**src/common/i2c_pkg.sv**
```systemverilog
// Purpose: constants and types of the bus controller
// Assumes: 8-bit registers
// Notes: offsets are register indexes
// Functional notes
// RQ1: byte received or due to send sets byte_done_flag; irq if enabled.
// RQ2: lost arbitration sets arbitration_lost_flag; irq if enabled.
// RQ3: unacknowledged address sets address_nack_flag; may interrupt.
// RQ4: master starts only on a free bus.
// RQ5: master_select rising gives START, master mode.
// RQ6: master_select falling gives STOP.
// RQ7: bit rate set by six-bit prescale field.
// RQ8: repeat_start_request then address write gives repeated START.
// RQ9: first byte after START: seven-bit address, direction bit.
// RQ10: matching slave pulls SDA low at ninth clock.
// RQ11: START on idle bus: SDA falls, SCL high.
// RQ12: STOP: SDA rises, SCL high; bus free.
// RQ13: SDA moves while SCL low, MSB first, nine clocks a byte.
// RQ14: receiver pulls SDA low at ninth clock.
// RQ15: declining slave leaves SDA high at ninth clock.
// RQ16: unacknowledged slave transmitter releases SDA.
// RQ17: slave releases the bus on STOP.
// RQ18: repeated START: START without STOP.
// RQ19: released SDA seen low loses arbitration; release SDA.
// RQ20: losing master turns slave, no STOP; flag set.
// RQ21: low time from SCL fall; high time once SCL high.
// RQ22: slave may hold SCL low; master waits.
// RQ23: data ack only with ack_drive_enable; address match always acked.
// RQ24: enable set resets engine two clocks later, three clocks.
// RQ25: lines only pulled low or released; bus level sampled.
package i2c_pkg;
    // register indexes
    localparam logic [2:0] REG_CTRL     = 3'h0;
    localparam logic [2:0] REG_STATUS   = 3'h1;
    localparam logic [2:0] REG_PRESCALE = 3'h2;
    localparam logic [2:0] REG_OWN_ADDR = 3'h3;
    localparam logic [2:0] REG_DATA     = 3'h4;
    // control fields
    localparam int CTL_EN    = 7;
    localparam int CTL_IEN   = 6;
    localparam int CTL_MSEL  = 5;
    localparam int CTL_ACK_DRIVE_ENABLE = 4;
    localparam int CTL_RSR   = 3;
    // status fields
    localparam int ST_BD     = 7;
    localparam int ST_AL     = 6;
    localparam int ST_AN     = 5;
    localparam int ST_BUSY   = 4;
    localparam int ST_MASTER = 3;
    localparam int ST_SLVSEL = 2;
    localparam int ST_TX     = 1;
    localparam int ST_ACK    = 0;
    // prescale and own address fields
    localparam int PRE_MSB   = 5;
    localparam int OWN_LSB   = 1;
    // reset values
    localparam logic [5:0] PRESCALE_RST = 6'h00;
    localparam logic [6:0] OWN_ADDR_RST = 7'h00;
    // timing counts
    localparam logic [11:0] PRE_UNIT_CYC = 12'h008;
    localparam logic [2:0]  SRST_DELAY   = 3'h2;
    localparam logic [2:0]  SRST_LEN     = 3'h3;
    // byte phases by SCL rises
    localparam logic [3:0]  BIT_ACK      = 4'h8;
    localparam logic [3:0]  BIT_DONE     = 4'h9;

    typedef enum logic [3:0] {
        M_IDLE  = 4'h0,
        M_START = 4'h1,
        M_LOW   = 4'h3,
        M_HIGH  = 4'h2,
        M_STOP1 = 4'h6,
        M_STOP2 = 4'h7,
        M_RS1   = 4'h5,
        M_RS2   = 4'h4
    } mst_state_e;
endpackage : i2c_pkg

```
**src/hw/bus_line_monitor.sv**
```systemverilog
// Purpose: SCL edge, START and STOP detector
// Assumes: lines synchronous to core clock
// Notes: one-cycle pulses
`timescale 1ns/1ns
`default_nettype none
module bus_line_monitor (
    // clock and reset
    input  wire logic core_clk_in,
    input  wire logic nrst_in,
    // bus levels
    input  wire logic scl_in,
    input  wire logic sda_in,
    // events
    output logic      scl_rise_out,
    output logic      scl_fall_out,
    output logic      start_det_out,
    output logic      stop_det_out
);
    typedef struct packed {
        logic scl;
        logic sda;
    } line_s;

    line_s s_r;
    line_s s_nxt;

    always_comb begin
        s_nxt         = '{scl: scl_in, sda: sda_in};
        scl_rise_out  = ~s_r.scl & scl_in;
        scl_fall_out  = s_r.scl & ~scl_in;
        start_det_out = s_r.scl & scl_in & s_r.sda & ~sda_in;
        stop_det_out  = s_r.scl & scl_in & ~s_r.sda & sda_in;
    end

    always_ff @(posedge core_clk_in or negedge nrst_in) begin
        if (!nrst_in) begin
            s_r <= '{scl: 1'b1, sda: 1'b1};
        end else begin
            s_r <= s_nxt;
        end
    end
endmodule : bus_line_monitor
`default_nettype wire

```
**src/hw/bit_clock_gen.sv**
```systemverilog
// Purpose: half-bit timer of the bus clock
// Assumes: restart starts a half period
// Notes: tick (pre+1)*unit+1 cycles after restart
`timescale 1ns/1ns
`default_nettype none
module bit_clock_gen (
    // clock and reset
    input  wire logic       core_clk_in,
    input  wire logic       nrst_in,
    // control
    input  wire logic [5:0] prescale_in,
    input  wire logic       restart_in,
    // timing
    output logic            tick_out
);
    import i2c_pkg::*;

    typedef struct packed {
        logic [11:0] cnt;
        logic        tick;
    } tmr_s;

    tmr_s s_r;
    tmr_s s_nxt;

    function automatic logic [11:0] half_limit(input logic [5:0] pre);
        half_limit = 12'((12'(pre) + 12'h001) * PRE_UNIT_CYC - 12'h001);
    endfunction : half_limit

    always_comb begin
        s_nxt      = s_r;
        s_nxt.tick = 1'b0;
        if (restart_in) begin
            s_nxt.cnt = '0;
        end else if (s_r.cnt >= half_limit(prescale_in)) begin
            s_nxt.cnt  = '0;
            s_nxt.tick = 1'b1; // RQ7
        end else begin
            s_nxt.cnt = s_r.cnt + 12'h001;
        end
        tick_out = s_r.tick;
    end

    always_ff @(posedge core_clk_in or negedge nrst_in) begin
        if (!nrst_in) begin
            s_r <= '0;
        end else begin
            s_r <= s_nxt;
        end
    end
endmodule : bit_clock_gen
`default_nettype wire

```
**src/hw/i2c_master_slave_protocol.sv**
```systemverilog
// Purpose: two-wire bus controller, master or slave
// Assumes: one-cycle strobes, never together
// Notes: open-drain lines
`timescale 1ns/1ns
`default_nettype none
module i2c_master_slave_protocol (
    // clock and reset
    input  wire logic                 core_clk_in,
    input  wire logic                 nrst_in,
    // register port
    input  wire logic [2:0]           reg_addr_in,
    input  wire logic [7:0]           reg_wdata_in,
    input  wire logic                 reg_wr_in,
    input  wire logic                 reg_rd_in,
    output logic      [7:0]           reg_rdata_out,
    // bus clock line
    input  wire logic                 scl_in,
    output logic                      scl_out,
    output logic                      scl_oe_out,
    // bus data line
    input  wire logic                 sda_in,
    output logic                      sda_out,
    output logic                      sda_oe_out,
    // interrupt request
    output logic                      irq_out
);
    import i2c_pkg::*;

    typedef struct packed {
        logic       en;
        logic       irq_enable;
        logic       msel;
        logic       ack_drive_enable;
        logic       rsr;
        logic [5:0] pre;
        logic [6:0] own;
        logic [7:0] txd;
        logic [7:0] rxd;
        logic       bd;
        logic       al;
        logic       an;
        logic       busy;
        logic       master;
        logic       slv_sel;
        logic       tx;
        logic       ack_rx;
        logic       start_req;
        logic       stop_req;
        logic       rs_req;
        logic       xfer;
        logic       first;
        logic       hold;
        logic [3:0] bitcnt;
        logic [7:0] shift;
        mst_state_e mst;
        logic       scl_oe;
        logic       sda_oe;
        logic       irq;
        logic [7:0] rdata;
        logic [2:0] srst_cnt;
        logic       srst;
    } state_s;

    state_s s_r;
    state_s s_nxt;

    logic scl_rise;
    logic scl_fall;
    logic start_det;
    logic stop_det;
    logic tick;
    logic tmr_restart;
    logic addr_hit;

    bus_line_monitor u_mon (
        .core_clk_in   (core_clk_in),
        .nrst_in       (nrst_in),
        .scl_in        (scl_in),
        .sda_in        (sda_in),
        .scl_rise_out  (scl_rise),
        .scl_fall_out  (scl_fall),
        .start_det_out (start_det),
        .stop_det_out  (stop_det)
    );

    bit_clock_gen u_bclk (
        .core_clk_in (core_clk_in),
        .nrst_in     (nrst_in),
        .prescale_in (s_r.pre),
        .restart_in  (tmr_restart),
        .tick_out    (tick)
    );

    always_comb begin
        s_nxt       = s_r;
        tmr_restart = 1'b0;
        addr_hit    = ~s_r.master & (s_r.shift[7:1] == s_r.own);
        s_nxt.rdata = 8'h00;

        // soft reset after enable
        if (s_r.srst_cnt != 3'h0) begin
            if (s_r.srst_cnt == SRST_DELAY + SRST_LEN) begin
                s_nxt.srst_cnt = 3'h0;
            end else begin
                s_nxt.srst_cnt = s_r.srst_cnt + 3'h1;
            end
        end

        // register writes
        if (reg_wr_in) begin
            if (reg_addr_in == REG_CTRL) begin
                if (reg_wdata_in[CTL_EN] & ~s_r.en) begin
                    s_nxt.srst_cnt = 3'h1; // RQ24
                end
                s_nxt.en    = reg_wdata_in[CTL_EN];
                s_nxt.irq_enable   = reg_wdata_in[CTL_IEN];
                s_nxt.ack_drive_enable = reg_wdata_in[CTL_ACK_DRIVE_ENABLE];
                s_nxt.rsr   = reg_wdata_in[CTL_RSR];
                s_nxt.msel  = reg_wdata_in[CTL_MSEL];
                if (reg_wdata_in[CTL_MSEL] & ~s_r.msel) begin
                    s_nxt.start_req = 1'b1; // RQ5
                end
                if (~reg_wdata_in[CTL_MSEL]) begin
                    s_nxt.start_req = 1'b0;
                    if (s_r.msel & s_r.master) begin
                        s_nxt.stop_req = 1'b1; // RQ6
                    end
                end
            end else if (reg_addr_in == REG_STATUS) begin
                // write one to clear; set wins
                if (reg_wdata_in[ST_BD]) begin
                    s_nxt.bd = 1'b0;
                end
                if (reg_wdata_in[ST_AL]) begin
                    s_nxt.al = 1'b0;
                end
                if (reg_wdata_in[ST_AN]) begin
                    s_nxt.an = 1'b0;
                end
            end else if (reg_addr_in == REG_PRESCALE) begin
                s_nxt.pre = reg_wdata_in[PRE_MSB:0]; // RQ7
            end else if (reg_addr_in == REG_OWN_ADDR) begin
                s_nxt.own = reg_wdata_in[7:OWN_LSB];
            end else if (reg_addr_in == REG_DATA) begin
                s_nxt.txd = reg_wdata_in;
                s_nxt.bd  = 1'b0;
                if (s_r.rsr & s_r.master & s_r.hold) begin
                    s_nxt.rs_req = 1'b1; // RQ8
                    s_nxt.rsr    = 1'b0;
                end else if (s_r.hold & s_r.tx) begin
                    s_nxt.shift  = reg_wdata_in;
                    s_nxt.sda_oe = ~reg_wdata_in[7]; // RQ13
                    s_nxt.hold   = 1'b0;
                end
            end
        end

        // reads, data next cycle only
        if (reg_rd_in) begin
            if (reg_addr_in == REG_CTRL) begin
                s_nxt.rdata = {s_r.en, s_r.irq_enable, s_r.msel, s_r.ack_drive_enable, s_r.rsr, 3'h0};
            end else if (reg_addr_in == REG_STATUS) begin
                s_nxt.rdata = {s_r.bd, s_r.al, s_r.an, s_r.busy,
                               s_r.master, s_r.slv_sel, s_r.tx, s_r.ack_rx};
            end else if (reg_addr_in == REG_PRESCALE) begin
                s_nxt.rdata = {2'h0, s_r.pre};
            end else if (reg_addr_in == REG_OWN_ADDR) begin
                s_nxt.rdata = {s_r.own, 1'b0};
            end else if (reg_addr_in == REG_DATA) begin
                s_nxt.rdata = s_r.rxd;
                s_nxt.bd    = 1'b0;
                if (s_r.hold & ~s_r.tx & ~s_r.rs_req & ~s_r.stop_req) begin
                    s_nxt.hold = 1'b0;
                end
            end
        end

        // bus conditions
        if (start_det) begin
            s_nxt.busy    = 1'b1; // RQ11
            s_nxt.xfer    = 1'b1;
            s_nxt.first   = 1'b1; // RQ9
            s_nxt.bitcnt  = 4'h0;
            s_nxt.slv_sel = 1'b0;
            s_nxt.hold    = 1'b0;
            s_nxt.tx      = s_r.master;
            if (s_r.master) begin
                s_nxt.shift = s_r.txd;
            end
        end
        if (stop_det) begin
            s_nxt.busy    = 1'b0; // RQ12
            s_nxt.xfer    = 1'b0;
            s_nxt.slv_sel = 1'b0;
            s_nxt.hold    = 1'b0;
            s_nxt.tx      = 1'b0;
            if (~s_r.master) begin
                s_nxt.sda_oe = 1'b0; // RQ17
            end
        end

        // sample on SCL rise
        if (s_r.xfer & scl_rise) begin
            if (s_r.bitcnt < BIT_ACK) begin
                s_nxt.shift  = {s_r.shift[6:0], sda_in}; // RQ13
                s_nxt.bitcnt = s_r.bitcnt + 4'h1;
                if (s_r.master & s_r.tx & s_r.shift[7] & ~sda_in) begin
                    // another master wins
                    s_nxt.al     = 1'b1; // RQ2
                    s_nxt.master = 1'b0; // RQ19
                    s_nxt.tx     = 1'b0;
                    s_nxt.mst    = M_IDLE; // RQ20
                    s_nxt.scl_oe = 1'b0;
                    s_nxt.sda_oe = 1'b0;
                end
            end else if (s_r.bitcnt == BIT_ACK) begin
                s_nxt.ack_rx = ~sda_in;
                s_nxt.bitcnt = BIT_DONE;
            end
        end

        // SDA moves after SCL fall
        if (s_r.xfer & scl_fall) begin
            if (s_r.bitcnt == BIT_ACK) begin
                if (s_r.tx) begin
                    s_nxt.sda_oe = 1'b0;
                end else if (s_r.first) begin
                    s_nxt.sda_oe = addr_hit; // RQ10
                end else begin
                    // data byte: SDA pulled low only with ack_drive_enable, else released
                    s_nxt.sda_oe = s_r.ack_drive_enable & (s_r.master | s_r.slv_sel); // RQ23 RQ14 RQ15
                end
            end else if (s_r.bitcnt == BIT_DONE) begin
                s_nxt.sda_oe = 1'b0;
                s_nxt.bitcnt = 4'h0;
                if (s_r.first) begin
                    s_nxt.first = 1'b0;
                    if (s_r.master) begin
                        s_nxt.hold = 1'b1;
                        if (s_r.ack_rx) begin
                            s_nxt.tx = ~s_r.shift[0];
                            s_nxt.bd = ~s_r.shift[0]; // RQ1
                        end else begin
                            s_nxt.an = 1'b1; // RQ3
                        end
                    end else if (addr_hit) begin
                        s_nxt.slv_sel = 1'b1;
                        s_nxt.tx      = s_r.shift[0];
                        s_nxt.hold    = s_r.shift[0];
                        s_nxt.bd      = s_r.shift[0]; // RQ1
                    end else begin
                        s_nxt.xfer = 1'b0;
                    end
                end else if (s_r.tx) begin
                    if (s_r.ack_rx) begin
                        s_nxt.bd   = 1'b1; // RQ1
                        s_nxt.hold = 1'b1;
                    end else if (s_r.master) begin
                        s_nxt.hold = 1'b1;
                    end else begin
                        s_nxt.tx   = 1'b0; // RQ16
                        s_nxt.xfer = 1'b0;
                    end
                end else begin
                    s_nxt.rxd  = s_r.shift;
                    s_nxt.bd   = 1'b1; // RQ1
                    s_nxt.hold = 1'b1;
                end
            end else if (s_r.tx) begin
                s_nxt.sda_oe = ~s_r.shift[7]; // RQ13
            end
        end

        // master clock and conditions
        case (s_r.mst)
            M_IDLE: begin
                if (s_r.start_req & s_r.en & ~s_r.busy & scl_in & sda_in) begin // RQ4
                    s_nxt.start_req = 1'b0;
                    s_nxt.master    = 1'b1;
                    s_nxt.sda_oe    = 1'b1; // RQ11
                    s_nxt.mst       = M_START;
                    tmr_restart     = 1'b1;
                end
            end
            M_START: begin
                if (tick) begin
                    s_nxt.scl_oe = 1'b1;
                    s_nxt.mst    = M_LOW;
                    tmr_restart  = 1'b1;
                end
            end
            M_LOW: begin
                if (s_r.stop_req) begin
                    s_nxt.stop_req = 1'b0;
                    s_nxt.hold     = 1'b0;
                    s_nxt.sda_oe   = 1'b1; // RQ6
                    s_nxt.mst      = M_STOP1;
                    tmr_restart    = 1'b1;
                end else if (s_r.rs_req) begin
                    s_nxt.rs_req = 1'b0;
                    s_nxt.hold   = 1'b0;
                    s_nxt.sda_oe = 1'b0;
                    s_nxt.mst    = M_RS1; // RQ18
                    tmr_restart  = 1'b1;
                end else if (tick & ~s_r.hold) begin
                    s_nxt.scl_oe = 1'b0;
                    s_nxt.mst    = M_HIGH;
                    tmr_restart  = 1'b1;
                end
            end
            M_HIGH: begin
                if (~scl_in) begin
                    // stretched or pulled low early
                    tmr_restart = 1'b1; // RQ21 RQ22
                    if (scl_fall) begin
                        s_nxt.scl_oe = 1'b1;
                        s_nxt.mst    = M_LOW;
                    end
                end else if (tick) begin
                    s_nxt.scl_oe = 1'b1;
                    s_nxt.mst    = M_LOW;
                    tmr_restart  = 1'b1;
                end
            end
            M_STOP1: begin
                if (tick) begin
                    s_nxt.scl_oe = 1'b0;
                    s_nxt.mst    = M_STOP2;
                    tmr_restart  = 1'b1;
                end
            end
            M_STOP2: begin
                if (~scl_in) begin
                    tmr_restart = 1'b1; // RQ21
                end else if (tick) begin
                    s_nxt.sda_oe = 1'b0; // RQ12
                    s_nxt.master = 1'b0;
                    s_nxt.mst    = M_IDLE;
                end
            end
            M_RS1: begin
                if (tick) begin
                    s_nxt.scl_oe = 1'b0;
                    s_nxt.mst    = M_RS2;
                    tmr_restart  = 1'b1;
                end
            end
            M_RS2: begin
                if (~scl_in) begin
                    tmr_restart = 1'b1; // RQ21
                end else if (tick) begin
                    s_nxt.sda_oe = 1'b1; // RQ18
                    s_nxt.mst    = M_START;
                    tmr_restart  = 1'b1;
                end
            end
            default: begin
                s_nxt.mst = M_IDLE;
            end
        endcase

        // selected slave stretches SCL
        if (~s_nxt.master) begin
            s_nxt.scl_oe = s_nxt.hold & s_nxt.slv_sel; // RQ22
        end

        s_nxt.srst = (s_nxt.srst_cnt > SRST_DELAY); // RQ24
        if (s_nxt.srst | ~s_nxt.en) begin
            s_nxt.mst       = M_IDLE;
            s_nxt.master    = 1'b0;
            s_nxt.xfer      = 1'b0;
            s_nxt.hold      = 1'b0;
            s_nxt.slv_sel   = 1'b0;
            s_nxt.busy      = 1'b0;
            s_nxt.tx        = 1'b0;
            s_nxt.bitcnt    = 4'h0;
            s_nxt.start_req = 1'b0;
            s_nxt.stop_req  = 1'b0;
            s_nxt.rs_req    = 1'b0;
            s_nxt.scl_oe    = 1'b0;
            s_nxt.sda_oe    = 1'b0;
        end

        s_nxt.irq = s_nxt.irq_enable & (s_nxt.bd | s_nxt.al | s_nxt.an); // RQ1 RQ2 RQ3
    end

    always_ff @(posedge core_clk_in or negedge nrst_in) begin
        if (!nrst_in) begin
            s_r     <= '0;
            s_r.pre <= PRESCALE_RST;
            s_r.own <= OWN_ADDR_RST;
            s_r.mst <= M_IDLE;
        end else begin
            s_r <= s_nxt;
        end
    end

    // open drain: only enables move
    always_comb begin
        scl_out       = 1'b0; // RQ25
        sda_out       = 1'b0;
        scl_oe_out    = s_r.scl_oe;
        sda_oe_out    = s_r.sda_oe;
        irq_out       = s_r.irq;
        reg_rdata_out = s_r.rdata;
    end
endmodule : i2c_master_slave_protocol
`default_nettype wire

```
**config.mk**
```make
export PLATFORM = sky130hd
export DESIGN_NAME = i2c_master_slave_protocol
export DESIGN_NICKNAME = d
export VERILOG_FILES = /design/src/common/i2c_pkg.sv /design/src/hw/bus_line_monitor.sv /design/src/hw/bit_clock_gen.sv /design/src/hw/i2c_master_slave_protocol.sv
export SDC_FILE = /design/constraint.sdc
export NUM_CORES = 1
export LEC_CHECK = 0
export ABC_CLOCK_PERIOD_IN_PS = 6940
export BUFFER_PORTS_ARGS = -buffer_cell sky130_fd_sc_hd__buf_2
export CORE_UTILIZATION = 50
export DETAILED_ROUTE_END_ITERATION = 12
export PLACE_DENSITY = 0.77
export SLEW_MARGIN = 15
export SYNTH_ARGS = -nofsm -noshare
export SYNTH_HDL_FRONTEND = slang
export SYNTH_SLANG_ARGS = --single-unit
```
**constraint.sdc**
```tcl
create_clock -name core_clk_in -period 6.94 [get_ports core_clk_in]
set_input_delay 0 -clock core_clk_in [delete_from_list [all_inputs] [get_ports core_clk_in]]
set_output_delay 0 -clock core_clk_in [all_outputs]
set_load 0.01 [all_outputs]
```
# After elaboration in Yosys (flattened, before gate mapping)
# Index checks and enable logic that the tools add are counted.
# totals
register_bits,93
input_bits,17
word_cells,346
# op_classes
add_sub_neg,5
order_cmp,3
n_eq_ne,18
muxes,213
n_bitwise,57
reduce_logical,15
# op_table
cell,n
two-way mux 1 bit,137
two-way mux 8 bit,17
two-way mux 4 bit,12
two-way mux 5 bit,7
one-hot mux 4 bit (8 select lines),1
bitwise AND 1 bit,30
two-way mux 15 bit,2
two-way mux 7 bit,4
two-way mux 26 bit,1
two-way mux 12 bit,2
two-way mux 3 bit,8
NOT 1 bit,23
two-way mux 2 bit,11
two-way mux 22 bit,1
two-way mux 21 bit,1
two-way mux 18 bit,1
two-way mux 6 bit,3
"== test 4 x 3 -> 1 bit, second input constant",4
two-way mux 14 bit,1
"adder 12 x 1 -> 12 bit, second input constant",1
greater-or-equal comparator 12 bit,1
AND reduction 6 bit,2
"subtractor 12 x 1 -> 12 bit, second input constant",1
one-hot mux 1 bit (5 select lines),2
other kinds (26),38

# Logic depth before layout (Yosys ltp)
# Gate-level depths: netlist (run 1).
# logic_depth
depth_word,31
mapped_depth,15
mapped_depth_nobuf,14

# By module
# From an unflattened synthesis (run 1), not the netlist that was laid out.
# hier_totals
hier_cells,584
area_unflattened_um2,5502.8
# modules_own_cells
module,instances,cells_per_inst,area_each_um2,seq_area_each_um2
i2c_master_slave_protocol,1,470,4389.2,1951.9
bit_clock_gen,1,108,1026.0,325.3
bus_line_monitor,1,6,87.6,52.6

# Worst setup path after synthesis (run 1)
# OpenSTA, ideal clock, no wires.
# synth_path
kind,reg-to-reg
start,reg s_r[68] (netlist name)
end,reg u_bclk.s_r[10] (netlist name)
setup_time_ns,0.072
t_arrival_ns,2.719
required_time_ns,6.868
slack_ns,4.149
stages_incl_launch_ff,13
n_path_buf,1
synth_period_minus_slack_ns,2.791
path_cell_list,dfrtp_1 > ha_1 > xor2_1 > nor3_1 > mux2i_1 > xor2_1 > ha_1 > and4_1 > a221o_1 > a31oi_1 > nand2_1 > clkbuf_1 > nor2_1
# synth_lines
item,line_no,rtl
from (decl),i2c_master_slave_protocol.sv:64,state_s s_r;
from (signal assigned),i2c_master_slave_protocol.sv:394,s_r <= s_nxt;
to (signal assigned),bit_clock_gen.sv:48,s_r <= s_nxt;
to (decl),bit_clock_gen.sv:23,tmr_s s_r;

==> results.toml, run 1 <==
[routing]
drt-total-wl_um = 13100
via_count = 4603
routed_via_density = 6.15
initialDrtViolationCount = 295
avgRoutedWirePerCell_um = 17.5
postRouteAntennaNets = 0
drc = 0
dr.pass1.iters = 6

[clock_tree]
cts_tree = "done"
postCtsSetupBuffers = 0
clock-root-buffer = "clkbuf_8"
clockBufferDepth = 2
cts.clk_slew.worst_paths_ps = 110
cts.sinks = 93
h-tree-depth = 3
cts_inserted_buffers = 9
clk_latency_ps = 380

[power_and_ir_drop]
power_frac_seq = 0.514
total_power_mw = 1.34
clkPwrFrac = 0.268
power.density_nw_per_um2 = 226
ir_drop_mv = 0.193
pwr-share-comb = 0.217
power_leakage_nw = 2.68
cellInternalPower_mw = 0.880
switchingPower_mw = 0.463
switching_share = 0.345

[layout]
fillers = 902
final_common_cell = "dfrtp_1"
synthToLayoutAreaGrowth_pct = 7.89
final_cells = 749
drive_gt1_frac = 0.142
most-common-layout-cells = "dfrtp_1 (91), nand2_1 (67), o21ai_0 (52)"
nNetsFinal = 639
antennaDiodeCount = 0

[place]
placed_cells = 721
numPortBuffers = 27
hpwl_um = 9370
gp_congestion = 0.903

[die]
fp.dieW_um = 107
coreArea_um2 = 10500
die_h_um = 107
io_pins = 30
dieArea_um2 = 11400
initial_core_util = 0.523
core.rowCount = 37

[synth]
yosysUniqueCellTypes = 68
ys_async_sr_fraction = 1.00
synth_edf_count = 0
syn_area_per_cell_um2 = 9.26
ys_warn_count = 0
ys_seq_area_frac = 0.424
ys_ff_latch = 93
synth_ff_type = "dfrtp_1"
netlist_area_um2 = 5500
syn_inst = 594

[timing]
fin_worst_skew_ps = 13.1
slew-limit-headroom = 0.353
rsz0062_at_grt = "false"
period_share = 0.462
setup_violations = 0
fin_crit_ps = 3210
hold_viol = 0
tns_ps = 0
fmax_mhz = 312
worst_pin_slew_ps = 963
whs_ps = 28.4
slew_violations = 0

[global_routing]
grt_start_max_net_pins = 71
grt_pass1_wl_um = 22100
grt_pass1_vias = 4533
gr-total-overflow = 0
antenna_found_initial = 0
gr-usage-all-layers = 0.247

[critical_path]
cp.arrival_ps = 3510
worstSetupPathType = "register to register"
worstSetupEndpointType = "register"
path_max_fanout = 11
cp-start-kind = "register"
required_ps = 7240

[worst_hold_path]
min_path_type = "input pin to register"

[job]
max_cap_violations = 0

[outcome]
status = "finished clean"
[final timing paths]
check / depth (start not counted) / endpoint / startpoint / slack, ps
setup / recovery: 11 / u_bclk.s_r[3]$_DFF_PN0_ / s_r[68]$_DFFE_PN0P_ / 3730
hold / removal: 4 / s_r[75]$_DFFE_PN0P_ / reg_wr_in / 30
setup reg to reg: 11 / u_bclk.s_r[3]$_DFF_PN0_ / s_r[68]$_DFFE_PN0P_ / 3730
hold reg to reg: 1 / u_bclk.s_r[1]$_DFF_PN0_ / u_bclk.s_r[1]$_DFF_PN0_ / 490
max in group asynchronous: 3 / s_r[66]$_DFFE_PN0P_ / nrst_in / 5700
min in group asynchronous: 2 / s_r[18]$_DFF_PN0_ / nrst_in / 40
[final cells by class]
cell class	count	area (µm²)	area share
clock buffer	9	124	0.0209
clock inverter	7	67.6	0.0114
inverter	17	63.8	0.0108
multi-input combinational	447	2910	0.491
sequential	93	2330	0.393
tap	136	170	0.0287
timing repair buffer	40	265	0.0447
[worst max-delay path, stage by stage (launching register included)]
cell     delay (ps)
dfrtp_1         430
ha_1            290
xor2_1          180
nor3_1          300
mux2i_1         260
xor2_1          190
ha_1            270
and4_1          180
a221o_1         300
a31oi_1         250
nand2_1         280
nor2_1          200
[cells in the mapped netlist, drive strengths merged (6+ instances only)]
cell type	number	share of area
clkbuf	21	0.014
nand3	17	0.015
and3	13	0.015
xor2	17	0.027
and2	6	0.0068
inv	17	0.012
nor2b	13	0.015
a31oi	7	0.0080
mux2i	13	0.024
nand2b	6	0.0068
nor2	49	0.034
mux2	28	0.057
xnor2	7	0.011
a21oi	26	0.024
nand2	67	0.046
o21a	7	0.0096
dfrtp	91	0.41
nor3	16	0.016
o21ai	52	0.047
ha	14	0.032
nand4	6	0.0068
a21o	9	0.012
nand3b	6	0.0082
buf	18	0.023
[routing by layer]
metal / share of wire / routed length [µm] / GRT usage / vias to the layer above
met5: 0 / 0 / 0 / -
met4: 0.024 / 317 / 0.0841 / 0
met3: 0.063 / 826 / 0.0578 / 33
met2: 0.47 / 6190 / 0.394 / 170
met1: 0.44 / 5750 / 0.331 / 2252
li1: - / - / - / 2148
[registers in the layout, indices dropped and copies added, names as in the netlist]
signal	cells
s_r	67
u_bclk.s_r	12
reg_rdata_out	8
u_mon.s_r	2
irq_out	1
scl_oe_out	1
sda_oe_out	1
u_bclk.tick_out	1
[logic make-up (layout without fill, tap and decap cells)]
logic type | count (synthesis) | in the layout | synth area share
and+or+nand+nor | 221 | 221 | 0.208
AOI/OAI and AO/OA | 144 | 144 | 0.168
DFF | 93 | 93 | 0.424
buffers and inverters | 56 | 73 | 0.0485
muxes | 41 | 41 | 0.0810
xor gates and xnor gates | 24 | 24 | 0.0382
adders and majority gates | 14 | 14 | 0.0318
other | 1 | 3 | 0.000682
[timing repair]
item | CTS | global route
hold endpoints to repair | 56 | 0
endpoints found under the setup margin | 0 | 0
gates resized for setup | 0 | 0
hold buffers | 12 | 0
[power by group through the flow]
stage          sequential, mW  combinational, mW  clock, mW
3_5_place_dp            0.699              0.286          0
4_1_cts                 0.688              0.293      0.365
2_1_floorplan           0.667              0.232          0
3_3_place_gp            0.695              0.269          0
5_1_grt                 0.701              0.333      0.387
6_report                0.691              0.292      0.360
[per-stage QoR]
| stage | setup slack [ps] | instance area [µm²] | util |
|---|---|---|---|
| 4_1_cts | 3700 | 5930 | 0.564 |
| 2_1_floorplan | 4150 | 5510 | - |
| 6_report | 3730 | 5930 | 0.565 |
| 5_1_grt | 3440 | 5930 | 0.565 |
| 3_3_place_gp | 3980 | 5620 | 0.535 |
| 3_5_place_dp | 3770 | 5620 | 0.535 |
Note: power is estimated with default switching activity, not from simulation.
==> run 2: changes to the inputs <==
ABC_CLOCK_PERIOD_IN_PS = 2800   (was 6940)
PLACE_DENSITY = 0.8   (was 0.77)
clock period = 2.8 ns   (was 6.94 ns; I/O delays follow)
==> results.toml, run 2 (same netlist as run 1, synthesis figures left out) <==
[outcome]
status = "finished with violations"
violations = "setup timing"

[global_routing]
grt_pass1_wl_um = 22900
gr-usage-all-layers = 0.257
antenna_found_initial = 0
grt_start_max_net_pins = 35
grt_pass1_vias = 4674
gr-total-overflow = 0

[routing]
dr.pass1.iters = 5
drt-total-wl_um = 14000
routed_via_density = 6.13
drc = 0
initialDrtViolationCount = 441
via_count = 4704
postRouteAntennaNets = 0
avgRoutedWirePerCell_um = 18.2

[critical_path]
rrSetupSlack_ps = -100
r2r-start = "s_r[69]$_DFFE_PN0P_"
r2r-end = "u_bclk.s_r[2]$_DFF_PN0_"
required_ps = 3110
r2r_cells = 13
worstSetupPathType = "register to register"
crit_chain = "ha_4 > buf_6 > nor2b_4 > o32ai_2 > nand2_1 > xor2_1 > ha_2 > a21o_1 > a21o_1 > a221o_1 > a31oi_4 > buf_6 > and3_4"
worstSetupEndpointType = "register"
slowest_stage = "dfrtp_1"
path_max_fanout = 3
cp.arrival_ps = 3210
critPathMaxStageDelay_ps = 450
cp-start-kind = "register"

[layout]
synthToLayoutAreaGrowth_pct = 13.0
largest-register = "s_r"
most-common-layout-cells = "dfrtp_1 (90), nand2_1 (65), o21ai_0 (52)"
antennaDiodeCount = 0
drive_gt1_frac = 0.192
final_common_cell = "dfrtp_1"
largest_reg_flops = 67
nNetsFinal = 657

[power_and_ir_drop]
power_leakage_nw = 2.79
pwr-share-comb = 0.250
clkPwrFrac = 0.270
power.density_nw_per_um2 = 579
power_frac_seq = 0.480
switching_share = 0.340
ir_drop_mv = 0.339
cellInternalPower_mw = 2.37
switchingPower_mw = 1.22

[timing]
slew-limit-headroom = 0.445
whs_ps = 53.5
fin_crit_ps = 2900
fmax_mhz = 344
rsz0062_at_grt = "true"
setup_ws_ps = -103
period_share = 1.04
slew_violations = 0
fin_worst_skew_ps = 19.9
hold_viol = 0
worst_pin_slew_ps = 827
setup_violations = 13

[worst_hold_path]
whs_path_depth = 4
min_path_type = "input pin to register"
timing.hold.worst_endpoint = "s_r[76]$_DFFE_PN0P_"
hp-start = "reg_wr_in"

[clock_tree]
cts.sinks = 93
clk_latency_ps = 380
clockBufferDepth = 2
cts.clk_slew.worst_paths_ps = 110
cts_inserted_buffers = 9
clock-root-buffer = "clkbuf_8"
cts_tree = "done"
h-tree-depth = 3

[place]
dpl_worst_slack_ps = -264
numPortBuffers = 27
hpwl_um = 9860
gp_congestion = 0.911

[die]
fp.dieW_um = 107
dieArea_um2 = 11400
coreArea_um2 = 10500
initial_core_util = 0.523
core.rowCount = 37
die_h_um = 107
io_pins = 30

[job]
max_cap_violations = 0
run 2: worst max path at each step:
stage / start / to / slack (ps) / depth (start not counted)
2_1_floorplan: s_r[68]$_DFFE_PN0P_ / u_bclk.s_r[10]$_DFF_PN0_ / 9 / 12
3_3_place_gp: s_r[68]$_DFFE_PN0P_ / u_bclk.s_r[9]$_DFF_PN0_ / -40 / 11
3_5_place_dp: s_r[69]$_DFFE_PN0P_ / u_bclk.s_r[8]$_DFF_PN0_ / -260 / 11
4_1_cts: s_r[69]$_DFFE_PN0P_ / u_bclk.s_r[2]$_DFF_PN0_ / -50 / 11
5_1_grt: s_r[68]$_DFFE_PN0P_ / u_bclk.s_r[2]$_DFF_PN0_ / -220 / 12
6_report: s_r[69]$_DFFE_PN0P_ / u_bclk.s_r[2]$_DFF_PN0_ / -100 / 13
run 2: per-layer routing:
metal  track usage  wire length, µm
met1         0.338             5860
met2         0.424             6770
met3        0.0486              988
met4        0.0881              354
met5             0                0
run 2: power by group through the flow:
stage / logic, mW / clock network [mW] / registers, mW
after global routing: 0.993 / 1.03 / 1.75
after detailed placement: 0.736 / 0 / 1.74
after global placement: 0.691 / 0 / 1.72
after floorplan: 0.575 / 0 / 1.65
final: 0.898 / 0.972 / 1.72
after CTS: 0.841 / 0.983 / 1.72
run 2: worst max-delay path: cells and delay by family, from the launching register on:
family | cells | cell delay, ps
AO/OA/AOI/OAI | 5 | 1190
XOR/XNOR | 1 | 160
adder cells (fa/ha/maj) | 2 | 380
buffers and inverters | 2 | 260
flip-flops | 1 | 450
AND/OR/NAND/NOR | 3 | 390
run 2: stage by stage:
step	instance area (µm²)	total power, mW	utilization	cells	setup TNS, ps
finish	6210	3.59	0.591	767	-654
floorplan	5510	2.23	-	596	0
CTS	6150	3.54	0.585	764	-54.1
global route	6210	3.77	0.591	767	-2390
detailed placement	5700	2.47	0.543	732	-2550
global placement	5700	2.41	0.543	732	-392
run 2: repair_timing:
| action | CTS | global route |
|---|---|---|
| hold buffers | 12 | 0 |
| cloned | 1 | 0 |
| endpoints found under the hold margin | 62 | 0 |
| endpoints found under the setup margin | 13 | 13 |
| setup buffers | 3 | 3 |
| gates resized for setup | 18 | 10 |
| pin swaps | 13 | 3 |
run 2: final cells by class:
cell class                 instances  area (µm²)
clock buffer                       9         124
multi-input combinational        448        3030
fill                             865        4300
sequential                        93        2330
inverter                          17        67.6
timing repair buffer              57         400
clock inverter                     7        86.3
tap                              136         170
==> run 3: changes to the inputs <==
CORE_UTILIZATION = 56   (was 50)
PLACE_DENSITY = 0.77   (was 0.8)
==> results.toml, run 3 (same netlist as run 1, synthesis figures left out) <==
[outcome]
status = "finished with violations"
violations = "setup timing"

[critical_path]
r2r-end = "u_bclk.s_r[2]$_DFF_PN0_"
cp-start-kind = "register"
rrSetupSlack_ps = -30
r2r-start = "s_r[68]$_DFFE_PN0P_"
required_ps = 3110
worstSetupEndpointType = "register"
path_max_fanout = 4
cp.arrival_ps = 3150
worstSetupPathType = "register to register"
r2r_cells = 12

[clock_tree]
cts.sinks = 93
clock-root-buffer = "clkbuf_8"
clk_latency_ps = 380
cts_inserted_buffers = 9
cts.clk_slew.worst_paths_ps = 110
clockBufferDepth = 2
cts_tree = "done"
h-tree-depth = 3

[die]
io_pins = 30
initial_core_util = 0.587
core.rowCount = 35
fp.dieW_um = 101
dieArea_um2 = 10200
die_h_um = 101
coreArea_um2 = 9370

[timing]
fin_worst_skew_ps = 17.4
hold_viol = 0
fin_crit_ps = 2830
whs_ps = 47.4
fmax_mhz = 353
worst_pin_slew_ps = 903
setup_ws_ps = -34.7
slew_violations = 0
rsz0062_at_grt = "true"
period_share = 1.01
slew-limit-headroom = 0.394
setup_violations = 9

[place]
hpwl_um = 9300
numPortBuffers = 27
dpl_worst_slack_ps = -209
gp_congestion = 0.921

[routing]
initialDrtViolationCount = 305
routed_via_density = 6.10
postRouteAntennaNets = 0
drt-total-wl_um = 13300
dr.pass1.iters = 5
avgRoutedWirePerCell_um = 17.6
drc = 0
via_count = 4613

[power_and_ir_drop]
ir_drop_mv = 0.406
power.density_nw_per_um2 = 561
total_power_mw = 3.42
power_leakage_nw = 2.77

[global_routing]
grt_pass1_vias = 4286
grt_pass1_wl_um = 21600
gr-total-overflow = 0
antenna_found_initial = 0
gr-usage-all-layers = 0.277
grt_start_max_net_pins = 94

[layout]
final_common_cell = "dfrtp_1"
fillers = 749
most-common-layout-cells = "dfrtp_1 (91), nand2_1 (65), o21ai_0 (52)"
antennaDiodeCount = 0
synthToLayoutAreaGrowth_pct = 10.9
largest_reg_flops = 67
nNetsFinal = 653
drive_gt1_frac = 0.177
largest-register = "s_r"

[job]
max_cap_violations = 0

[worst_hold_path]
min_path_type = "input pin to register"
timing.hold.worst_endpoint = "s_r[76]$_DFFE_PN0P_"
hp-start = "reg_wr_in"
whs_path_depth = 4
-- run 3: how the worst max path moves through the flow --
stage / cells after the start / from / end / slack, ps
global placement: 10 / s_r[68]$_DFFE_PN0P_ / u_bclk.s_r[9]$_DFF_PN0_ / -50
detailed placement: 11 / s_r[68]$_DFFE_PN0P_ / u_bclk.s_r[7]$_DFF_PN0_ / -210
floorplan: 12 / s_r[68]$_DFFE_PN0P_ / u_bclk.s_r[10]$_DFF_PN0_ / 9
CTS: 13 / s_r[68]$_DFFE_PN0P_ / u_bclk.s_r[2]$_DFF_PN0_ / 20
finish: 12 / s_r[68]$_DFFE_PN0P_ / u_bclk.s_r[2]$_DFF_PN0_ / -30
global route: 11 / s_r[68]$_DFFE_PN0P_ / u_bclk.s_r[5]$_DFF_PN0_ / -170
-- run 3: critical path: stages, from the launching register on --
cell,delay (ps)
dfrtp_1,420
buf_4,150
inv_1,160
nor3_2,90
nor3_1,250
mux2i_1,150
xor2_1,160
ha_1,320
and4_1,190
a221o_1,360
a31oi_4,240
buf_6,140
and3_1,130
-- run 3: timing repair --
| action | in CTS | in global routing |
|---|---|---|
| hold buffers | 12 | 0 |
| resized for setup | 7 | 9 |
| setup buffers | 0 | 1 |
| cloned | 1 | 0 |
| hold endpoints to repair | 123 | 0 |
| pin swaps | 2 | 5 |
| setup endpoints to repair | 13 | 13 |
-- run 3: cell type report --
class | instances | area [µm²] | area share
Clock buffer | 9 | 124 | 0.0203
Clock inverter | 7 | 65.1 | 0.0107
Inverter | 17 | 63.8 | 0.0105
Multi-Input combinational cell | 448 | 2970 | 0.487
Sequential cell | 93 | 2330 | 0.382
Tap cell | 129 | 161 | 0.0265
Timing Repair Buffer | 53 | 383 | 0.0628
-- run 3: power by group --
group	switching, mW	total, mW	internal (mW)	leakage (nW)
Sequential	0.203	1.72	1.51	1.21
Clock	0.537	0.883	0.346	0.0995
Combinational	0.446	0.824	0.378	1.46
Total	1.19	3.42	2.24	2.77
-- run 3: stage by stage --
stage,cell area (µm²),util,std cells,TNS (ps)
after floorplan,5510,-,596,0
after global placement,5710,0.610,726,-517
after detailed placement,5710,0.610,726,-2110
after CTS,6060,0.647,755,0
after global routing,6100,0.651,756,-1860
final,6100,0.651,756,-163
-- run 3: per-layer routing --
layer / GRT usage / part of all wire
met1: 0.392 / 0.46
met2: 0.432 / 0.46
met3: 0.0451 / 0.052
met4: 0.103 / 0.026
met5: 0 / 0
